### config.mk
export PLATFORM = sky130hd
export DESIGN_NAME = ics_sequencer
export DESIGN_NICKNAME = d
export VERILOG_FILES = /design/src/ics_pkg.sv /design/src/ics_sync_edge.sv /design/src/ics_sequencer.sv
export SDC_FILE = /design/constraint.sdc
export NUM_CORES = 1
export LEC_CHECK = 0
export ABC_AREA = 1
export CAP_MARGIN = 40
export CORE_MARGIN = 4
export CORE_UTILIZATION = 40
export DETAILED_ROUTE_END_ITERATION = 6
export DONT_BUFFER_PORTS = 1
export GPL_TIMING_DRIVEN = 1
export PLACE_DENSITY_LB_ADDON = 0.15
export SLEW_MARGIN = 0
export SYNTH_ARGS = -nofsm -noshare
export SYNTH_HDL_FRONTEND = slang
export SYNTH_SLANG_ARGS = --single-unit
### constraint.sdc
create_clock -name ref_clk_i -period 1.6 [get_ports ref_clk_i]
set_input_delay 0.08 -clock ref_clk_i [delete_from_list [all_inputs] [get_ports ref_clk_i]]
set_output_delay 0.08 -clock ref_clk_i [all_outputs]
set_load 0.02 [all_outputs]
### src/ics_pkg.sv
// Package with constants, register map, states and carrier types of the integrator CDS sequencer.
package ics_pkg;

    localparam int NUM_CH = 64;
    localparam int LVL_W = 16;
    localparam int CDS_W = 17;

    localparam int CLK_MHZ = 200;
    localparam int FILT_TC_NS = 1000;
    localparam int FILT_TC_CYC = (FILT_TC_NS * CLK_MHZ) / 1000;

    localparam logic [6:0] RST_OPEN_SEQ = 7'h20;
    localparam logic [6:0] RST_OPEN_SIM = 7'h08;
    localparam logic [6:0] BYPASS_END = 7'h40;
    localparam logic [6:0] FALL_CNT_MAX = 7'h7F;

    localparam logic [7:0] READ_CLKS_SEQ = 8'h82;
    localparam logic [7:0] READ_CLKS_SIM = 8'h21;

    localparam logic [4:0] OFS_CTRL = 5'h00;
    localparam logic [4:0] OFS_STATUS = 5'h04;
    localparam logic [4:0] OFS_RST_SMP = 5'h08;
    localparam logic [4:0] OFS_SIG_SMP = 5'h0C;
    localparam logic [4:0] OFS_CDS = 5'h10;
    localparam logic [4:0] OFS_CLKCNT = 5'h14;

    localparam int CTRL_ENABLE_BIT = 0;
    localparam int CTRL_CLRVALID_BIT = 1;
    localparam logic CTRL_ENABLE_RST = 1'b1;
    localparam logic [7:0] FILT_CNT_W0 = 8'h00;

    localparam int NUM_PINS = 9;

    typedef enum logic [1:0] {
        ICS_IDLE = 2'b00,
        ICS_RESET_PH = 2'b01,
        ICS_INTEG = 2'b10,
        ICS_HELD = 2'b11
    } ics_state_t;

    // Pin inputs from the scan timing controller, all asynchronous to ref_clk_i.
    typedef struct packed {
        logic scan_clk;
        logic integrator_reset_strobe;
        logic reset_sample_strobe;
        logic signal_sample_strobe;
        logic integrate_window;
        logic readout_start_pulse;
        logic charge_dump_control;
        logic integrate_direction_select;
        logic output_mode_select;
    } ics_pins_t;

    // Analog switch and filter controls driven towards the channel array.
    typedef struct packed {
        logic reset_track;
        logic reset_filter_en;
        logic reset_hold;
        logic signal_bypass;
        logic signal_filter_en;
        logic signal_hold;
        logic dump_inject;
        logic reset_level_high;
    } ics_switch_t;

endpackage

### src/ics_sync_edge.sv
// Two-flop synchroniser for one pin with rise and fall pulses taken after the second flop.
`timescale 1ns/1ps
`default_nettype none

module ics_sync_edge (
    // Clock and reset
    input wire logic ref_clk_i,
    input wire logic resetn_i,
    // Pin and results
    input wire logic pin_i,
    output logic level_o,
    output logic rise_o,
    output logic fall_o
);

    logic meta;
    logic stable;
    logic last;

    always_ff @(posedge ref_clk_i or negedge resetn_i) begin
        if (!resetn_i) begin
            meta <= 1'b0;
            stable <= 1'b0;
            last <= 1'b0;
        end else begin
            meta <= pin_i;
            stable <= meta;
            last <= stable;
        end
    end

    assign level_o = stable;
    assign rise_o = stable & ~last;
    assign fall_o = ~stable & last;

endmodule

`default_nettype wire

### src/ics_sequencer.sv
// Integration, reset sampling and correlated double sampling sequencer with an Avalon-MM register slave.
//
// How it works
// - Reset strobe rise starts reset; reset-sample rise ends it.
// - Reset switch open after clock 32 sequential, 8 simultaneous.
// - Tracking and bypass end at clock 64 falling edge.
// - Reset sample strobe rise captures integrator reset level.
// - All channels reset to low or high reference.
// - Window fall enables signal filter, one microsecond constant.
// - Integration runs regardless of window; window only bypasses.
// - Signal strobe rise captures; output is signal minus reset.
// - Signal strobe fall ends integration; results held.
// - End-of-read low while data read runs, else high.
// - Integration and data read functions each scan.
// - Charge dump input injects compensation charge.
//
// The Avalon-MM slave port and the address map are this design's own decisions.
`timescale 1ns/1ps
`default_nettype none

module ics_sequencer (
    // Clock and reset
    input wire logic ref_clk_i,
    input wire logic resetn_i,
    // Controller pins
    input wire ics_pkg::ics_pins_t pins_i,
    // Integrator level from the converter, same clock
    input wire logic [15:0] integ_level_i,
    // Channel array controls
    output logic [63:0] reset_switch_o,
    output ics_pkg::ics_switch_t switches_o,
    output logic results_valid_o,
    output logic end_of_read_o,
    // Avalon-MM slave
    input wire logic [4:0] avs_address_i,
    input wire logic avs_read_i,
    input wire logic avs_write_i,
    input wire logic [31:0] avs_writedata_i,
    input wire logic [3:0] avs_byteenable_i,
    output logic [31:0] avs_readdata_o,
    output logic avs_waitrequest_o
);

    // Synchronised pins.
    logic [ics_pkg::NUM_PINS-1:0] pin_vec;
    logic [ics_pkg::NUM_PINS-1:0] lvl;
    logic [ics_pkg::NUM_PINS-1:0] rise;
    logic [ics_pkg::NUM_PINS-1:0] fall;

    assign pin_vec = pins_i;

    genvar gi;
    generate
        for (gi = 0; gi < ics_pkg::NUM_PINS; gi++) begin : g_sync
            ics_sync_edge u_sync (
                .ref_clk_i(ref_clk_i),
                .resetn_i(resetn_i),
                .pin_i(pin_vec[gi]),
                .level_o(lvl[gi]),
                .rise_o(rise[gi]),
                .fall_o(fall[gi])
            );
        end
    endgenerate

    // Bit positions follow the packed struct, first member at the top.
    wire clk_rise = rise[8];
    wire clk_fall = fall[8];
    wire integrator_reset_strobe_rise = rise[7];
    wire rsmp_rise = rise[6];
    wire ssmp_rise = rise[5];
    wire ssmp_fall = fall[5];
    wire win_lvl = lvl[4];
    wire win_fall = fall[4];
    wire start_rise = rise[3];
    wire start_fall = fall[3];
    wire dump_lvl = lvl[2];
    wire dir_lvl = lvl[1];
    wire mode_lvl = lvl[0];

    // Control and state registers.
    ics_pkg::ics_state_t state;
    logic enable;
    logic dir_lat;
    logic mode_lat;
    logic [6:0] fall_cnt;
    logic [15:0] rst_sample;
    logic [15:0] sig_sample;
    logic [16:0] cds;
    logic valid;
    logic reading;
    logic [7:0] rd_cnt;
    logic [7:0] filt_cnt;
    logic rst_hold;
    logic sig_hold;

    wire [6:0] open_limit = mode_lat ? ics_pkg::RST_OPEN_SIM : ics_pkg::RST_OPEN_SEQ;
    wire [7:0] read_len = mode_lat ? ics_pkg::READ_CLKS_SIM : ics_pkg::READ_CLKS_SEQ;
    wire in_reset = (state == ics_pkg::ICS_RESET_PH);
    wire in_integ = (state == ics_pkg::ICS_INTEG);
    wire start_reset = integrator_reset_strobe_rise & enable;
    wire reset_switch_on = in_reset & (fall_cnt < open_limit);
    wire track_on = in_reset & (fall_cnt < ics_pkg::BYPASS_END);
    wire sig_filter_on = in_integ & ~win_lvl & ~sig_hold;
    wire filt_settled = (filt_cnt == 8'(ics_pkg::FILT_TC_CYC));
    wire [16:0] next_cds = {1'b0, integ_level_i} - {1'b0, rst_sample};

    // Bus decode.
    wire bus_req = avs_read_i | avs_write_i;
    logic bus_ack;
    wire wr_take = avs_write_i & bus_ack;
    wire sel_ctrl = (avs_address_i == ics_pkg::OFS_CTRL);
    wire clr_valid = wr_take & sel_ctrl & avs_byteenable_i[0] & avs_writedata_i[ics_pkg::CTRL_CLRVALID_BIT];
    wire set_valid = in_integ & ssmp_fall;

    // Sequencer state.
    always_ff @(posedge ref_clk_i or negedge resetn_i) begin
        if (!resetn_i) begin
            state <= ics_pkg::ICS_IDLE;
            fall_cnt <= 7'h00;
            dir_lat <= 1'b0;
            mode_lat <= 1'b0;
            rst_hold <= 1'b0;
            sig_hold <= 1'b0;
        end else if (start_reset) begin
            state <= ics_pkg::ICS_RESET_PH;
            fall_cnt <= 7'h00;
            dir_lat <= dir_lvl;
            mode_lat <= mode_lvl;
            rst_hold <= 1'b0;
            sig_hold <= 1'b0;
        end else begin
            unique case (state)
                ics_pkg::ICS_IDLE: begin
                    state <= ics_pkg::ICS_IDLE;
                end
                ics_pkg::ICS_RESET_PH: begin
                    if (clk_fall && fall_cnt != ics_pkg::FALL_CNT_MAX) begin
                        fall_cnt <= fall_cnt + 7'h01;
                    end
                    if (rsmp_rise) begin
                        state <= ics_pkg::ICS_INTEG;
                        rst_hold <= 1'b1;
                    end
                end
                ics_pkg::ICS_INTEG: begin
                    if (ssmp_rise) begin
                        sig_hold <= 1'b1;
                    end
                    if (ssmp_fall) begin
                        state <= ics_pkg::ICS_HELD;
                    end
                end
                ics_pkg::ICS_HELD: begin
                    state <= ics_pkg::ICS_HELD;
                end
            endcase
        end
    end

    // Sample capture and difference.
    always_ff @(posedge ref_clk_i or negedge resetn_i) begin
        if (!resetn_i) begin
            rst_sample <= 16'h0000;
            sig_sample <= 16'h0000;
            cds <= 17'h00000;
        end else begin
            if (in_reset && rsmp_rise) begin
                rst_sample <= integ_level_i;
            end
            if (in_integ && ssmp_rise && !sig_hold) begin
                sig_sample <= integ_level_i;
                cds <= next_cds;
            end
        end
    end

    // Result flag: a new result wins over a software clear in the same cycle.
    always_ff @(posedge ref_clk_i or negedge resetn_i) begin
        if (!resetn_i) begin
            valid <= 1'b0;
        end else if (set_valid) begin
            valid <= 1'b1;
        end else if (clr_valid || start_reset) begin
            valid <= 1'b0;
        end
    end

    // Signal filter settling time after the window falls.
    always_ff @(posedge ref_clk_i or negedge resetn_i) begin
        if (!resetn_i) begin
            filt_cnt <= ics_pkg::FILT_CNT_W0;
        end else if (!sig_filter_on || win_fall) begin
            filt_cnt <= ics_pkg::FILT_CNT_W0;
        end else if (!filt_settled) begin
            filt_cnt <= filt_cnt + 8'h01;
        end
    end

    // Data read window, counted in scan clock rises.
    always_ff @(posedge ref_clk_i or negedge resetn_i) begin
        if (!resetn_i) begin
            reading <= 1'b0;
            rd_cnt <= 8'h00;
        end else if (start_rise) begin
            reading <= 1'b0;
            rd_cnt <= 8'h00;
        end else if (start_fall) begin
            reading <= 1'b1;
            rd_cnt <= 8'h00;
        end else if (reading && clk_rise) begin
            if (rd_cnt == read_len - 8'h01) begin
                reading <= 1'b0;
            end
            rd_cnt <= rd_cnt + 8'h01;
        end
    end

    // Outputs towards the channel array.
    always_ff @(posedge ref_clk_i or negedge resetn_i) begin
        if (!resetn_i) begin
            reset_switch_o <= '0;
            switches_o <= '0;
            end_of_read_o <= 1'b1;
        end else begin
            reset_switch_o <= {ics_pkg::NUM_CH{reset_switch_on}};
            switches_o.reset_track <= track_on;
            switches_o.reset_filter_en <= in_reset & ~track_on;
            switches_o.reset_hold <= rst_hold;
            switches_o.signal_bypass <= in_integ & win_lvl & ~sig_hold;
            switches_o.signal_filter_en <= sig_filter_on;
            switches_o.signal_hold <= sig_hold;
            switches_o.dump_inject <= dump_lvl;
            switches_o.reset_level_high <= dir_lat;
            end_of_read_o <= ~reading;
        end
    end

    assign results_valid_o = valid;

    // Avalon-MM slave: one wait cycle, read data registered in it.
    logic [31:0] rdata;
    wire [31:0] status_word = {16'h0000, 8'(rd_cnt), filt_settled, win_lvl, mode_lat, dir_lat,
                               ~reading, valid, 2'(state)};
    always_comb begin
        unique case (avs_address_i)
            ics_pkg::OFS_CTRL: rdata = {31'h00000000, enable};
            ics_pkg::OFS_STATUS: rdata = status_word;
            ics_pkg::OFS_RST_SMP: rdata = {16'h0000, rst_sample};
            ics_pkg::OFS_SIG_SMP: rdata = {16'h0000, sig_sample};
            ics_pkg::OFS_CDS: rdata = {{15{cds[16]}}, cds};
            ics_pkg::OFS_CLKCNT: rdata = {25'h0000000, fall_cnt};
            default: rdata = 32'h00000000;
        endcase
    end

    always_ff @(posedge ref_clk_i or negedge resetn_i) begin
        if (!resetn_i) begin
            bus_ack <= 1'b0;
            avs_readdata_o <= 32'h00000000;
            enable <= ics_pkg::CTRL_ENABLE_RST;
        end else begin
            bus_ack <= bus_req & ~bus_ack;
            if (avs_read_i && !bus_ack) begin
                avs_readdata_o <= rdata;
            end
            if (wr_take && sel_ctrl && avs_byteenable_i[0]) begin
                enable <= avs_writedata_i[ics_pkg::CTRL_ENABLE_BIT];
            end
        end
    end

    assign avs_waitrequest_o = bus_req & ~bus_ack;

    // Checks.
    reset_start_a: assert property (@(posedge ref_clk_i) disable iff (!resetn_i)
        start_reset |=> state == ics_pkg::ICS_RESET_PH)
        else $error("reset strobe did not start the reset phase");

    switch_open_a: assert property (@(posedge ref_clk_i) disable iff (!resetn_i)
        (in_reset && fall_cnt >= open_limit && !start_reset) |=> !reset_switch_o[0])
        else $error("integrator reset switch still closed past its clock");

    bypass_end_a: assert property (@(posedge ref_clk_i) disable iff (!resetn_i)
        (in_reset && clk_fall && fall_cnt == 7'h3F && !rsmp_rise && !start_reset)
        |=> ##1 (!switches_o.reset_track && switches_o.reset_filter_en))
        else $error("bypass not opened at clock 64 falling edge");

    reset_capture_a: assert property (@(posedge ref_clk_i) disable iff (!resetn_i)
        (in_reset && rsmp_rise && !start_reset) |=> rst_sample == $past(integ_level_i) && in_integ)
        else $error("reset level not captured");

    ref_level_a: assert property (@(posedge ref_clk_i) disable iff (!resetn_i)
        start_reset |=> ##1 switches_o.reset_level_high == $past(dir_lvl, 2))
        else $error("reset reference does not follow direction");

    window_filter_a: assert property (@(posedge ref_clk_i) disable iff (!resetn_i)
        (in_integ && win_fall && !sig_hold && !start_reset && !ssmp_fall) |=> switches_o.signal_filter_en)
        else $error("signal filter not enabled on window fall");

    cds_diff_a: assert property (@(posedge ref_clk_i) disable iff (!resetn_i)
        (in_integ && ssmp_rise && !sig_hold && !start_reset) |=> cds == sig_sample - {1'b0, rst_sample})
        else $error("difference does not match the two samples");

    result_held_a: assert property (@(posedge ref_clk_i) disable iff (!resetn_i)
        (in_integ && ssmp_fall && !start_reset) |=> (valid && state == ics_pkg::ICS_HELD))
        else $error("results not held after signal strobe fall");

    read_flag_a: assert property (@(posedge ref_clk_i) disable iff (!resetn_i)
        reading |=> !end_of_read_o)
        else $error("end-of-read high during data read");

    dump_follow_a: assert property (@(posedge ref_clk_i) disable iff (!resetn_i)
        ##1 switches_o.dump_inject == $past(dump_lvl))
        else $error("charge dump does not follow its input");

    bus_answer_a: assert property (@(posedge ref_clk_i) disable iff (!resetn_i)
        $rose(bus_req) |-> avs_waitrequest_o ##1 !avs_waitrequest_o)
        else $error("bus answer not after one wait cycle");

endmodule

`default_nettype wire

==> metrics.txt <==
htree depth 4; Setup Viol. Count Final 7; critical path class reg2reg; Placeable Area 17360 sq um; number of flops mapped to enable cells by yosys 0; first-pass GRT wire length 28790 um; top cells by count, synth nand2_1 (226), dfrtp_1 (131), inv_1 (122), buf_4 (78), o21ai_0 (77); RD Place Congestion 0.8502; Hold Slack -0.6373 ns; # diodes 0; setup TNS -0.1743 ns; vias in the first global route 5597; Worst-path clk slew 0.06 ns; initial DRC count 401; status finished with violations; Final Critical Period 1.643 ns; Pre-antenna DRT Iters 5; achievable clock frequency 608.6 MHz; TritonCTS Buffers 17; dominant cells by area after synthesis dfrtp_1 (46%), nand2_1 (12%), buf_4 (8.2%); chip width 141.4 um; share of cells above drive strength 1 0.1781; max-capacitance violation count 0; dpl cells 1049; Unique masters post-synth 40; Die ar. 20000 sq um; crit start category flip-flop; Die Y-Extent 141.4 um; Gate Count Post-Synth 880; failing checks hold timing, setup timing; Final Hold Fails 134; Area growth, synth to finish 16.99%; via count 5519; Mean Syn Cell Area 8.092 sq um; Setup crit end kind flip-flop; Req. time, crit path 1.91 ns; pwr dens 1653 nW/um^2; Synth Flop Type dfrtp_1; Clk Tree Root Cell clkbuf_16; Worst Slack Setup Final -0.04310 ns; Total Nets Final 972; Core Util, Final 0.4800; cell leakage power 4.046 nW; worst hold path class in2async; Slew @ Worst Pin 0.4571 ns; largest net degree at the start of global routing 134; post-route clock period utilization 1.027; DRC 0; FFs w/ async S/R, synth 1.000; most common cell in the synthesized netlist nand2_1; DR WL/cell 15.72 um; post-DR vias/cell 4.936; RSZ-0062 raised after global routing yes; Yosys reg bits 133; clock sinks 133; post-route ant nets 0; post-synth top area share 0.4604; Peak VDD IR 1.190 mV; Storage cell area 3338 sq um; Mapped Area 7121 sq um; Multi-input gate area 2938 sq um; max_slew headroom 0.6920; Core Rows 48; initial antenna violation count 0; Bufs on Longest Clock Path 2; WP data arrival 1.95 ns; Max Slew Vio Count 0; worst clock skew 0.01029 ns; sequential-to-total area share from yosys stat 0.4678; Worst-Skew Late Latency 0.42 ns; Top-Level Pins 177; fill cell count 1679; crit path max fanout 3; post-route non-filler standard cell count 1118; GRT Overall Usage 0.1819; final wirelength 17580 um; number of synthesis warnings 0; CTS tree yes; placed wire-length estimate 12520 um; Starting Density 0.4103; Post-Syn Nets 972; Port Buffer Count 0; largest area contributor in the synthesized netlist dfrtp_1; GRT overflow 0
[worst max-delay path: stages, from the launching register on]
cell and delay (ns):
dfrtp_1 0.39, ha_2 0.21, fa_2 0.37, inv_2 0.07, nand3_2 0.07, nand3_2 0.10
nand3_2 0.08, nand3_2 0.09, nand2_1 0.05, nand3_1 0.06, nand2_1 0.05
[placed cells by master, fill, tap and decap left out, types with 3 or more instances in the layout]
master	instances
clkbuf_16	17
bufinv_16	3
o22ai_1	14
nor2_2	5
inv_2	13
clkbuf_1	3
a21oi_1	26
inv_1	112
nand2_1	210
clkinv_2	6
dlygate4sd3_1	32
o21ai_1	9
ha_1	7
buf_4	37
or2_2	3
ha_4	12
nor3_1	6
clkinvlp_4	4
nand4_1	15
a21oi_2	4
nor2_1	50
nand3_2	13
o31ai_1	3
dfrtp_1	129
nand3_1	26
nor2_4	4
o211ai_1	6
o21ai_0	73
buf_12	3
nor3_2	5
nand2_2	14
[state kept, by name, summed over array words and instances (netlist names), 2 cells and up]
| register | count |
|---|---|
| g_sync.u_sync.last | 6 |
| g_sync.u_sync.level_o | 9 |
| rd_cnt | 8 |
| avs_readdata_o | 17 |
| sig_sample | 16 |
| filt_cnt | 8 |
| g_sync.u_sync.meta | 9 |
| state | 2 |
| cds | 17 |
| rst_sample | 16 |
| fall_cnt | 7 |
| switches_o | 8 |
[worst paths after layout]
| kind | cells after the start | startpoint | slack [ns] | endpoint |
|---|---|---|---|---|
| max | 10 | rst_sample[0] | -0.04 | cds[12] |
| min | 0 | resetn_i | -0.64 | sig_sample[2] |
| max reg2reg | 10 | rst_sample[0] | -0.04 | cds[12] |
| min reg2reg | 0 | g_sync[0].u_sync.meta | 0.35 | g_sync[0].u_sync.level_o |
| max in group asynchronous | 0 | resetn_i | 1.96 | end_of_read_o |
| min in group ref_clk_i | 4 | integ_level_i[8] | -0.01 | cds[8] |
[layer usage]
layer | part of all wire | GRT usage | vias to the layer above
li1 | - | - | 2724
met1 | 0.46 | 0.2404 | 2643
met2 | 0.47 | 0.2975 | 129
met3 | 0.049 | 0.04146 | 23
met4 | 0.017 | 0.05960 | 0
met5 | 0 | 0 | -
[through the flow]
stage / cell area, sq um / worst slack, ns / power, W
floorplan: 7129 / 0.02613 / 0.008264
global placement: 7066 / -0.05379 / 0.009025
detailed placement: 7066 / -0.09171 / 0.009115
CTS: 8063 / 0.003367 / 0.01334
global route: 8330 / -0.1490 / 0.01478
finish: 8330 / -0.04310 / 0.01377
[report_power, final]
part,internal [W],leakage (nW),switching (W)
sequential,0.00423,1.63,0.000634
combinational,0.00206,2.13,0.00295
clock,0.00247,0.286,0.00142
total,0.00876,4.05,0.00501
[what timing repair did]
item                       4_1_cts  5_1_grt
hold endpoints to repair       185      134
hold buffers                    31        1
gates resized for setup         16       61
setup endpoints to repair       13       33
pin swaps                        1       12
cloned                           0        0
buffers inserted                 1        4
[logic make-up (layout without fill, tap and decap cells)]
kind of cell	Yosys count	in the layout	share of synthesized area
adders and majority gates	22	22	0.03971
buffers and inverters	221	234	0.1639
and+or+nand+nor	361	361	0.2189
DFF	133	133	0.4678
AOI/OAI and AO/OA	139	139	0.1047
xor gates and xnor gates	4	4	0.004921
[cell type report]
type,count,share of cell area
clock buffer,21,0.05407
clock inverter,11,0.01622
inverter,128,0.05888
multi-input combinational,526,0.3527
sequential,133,0.4007
tap,225,0.03379
timing repair buffer,74,0.08366
No activity file was read; power rests on OpenSTA's default activity.
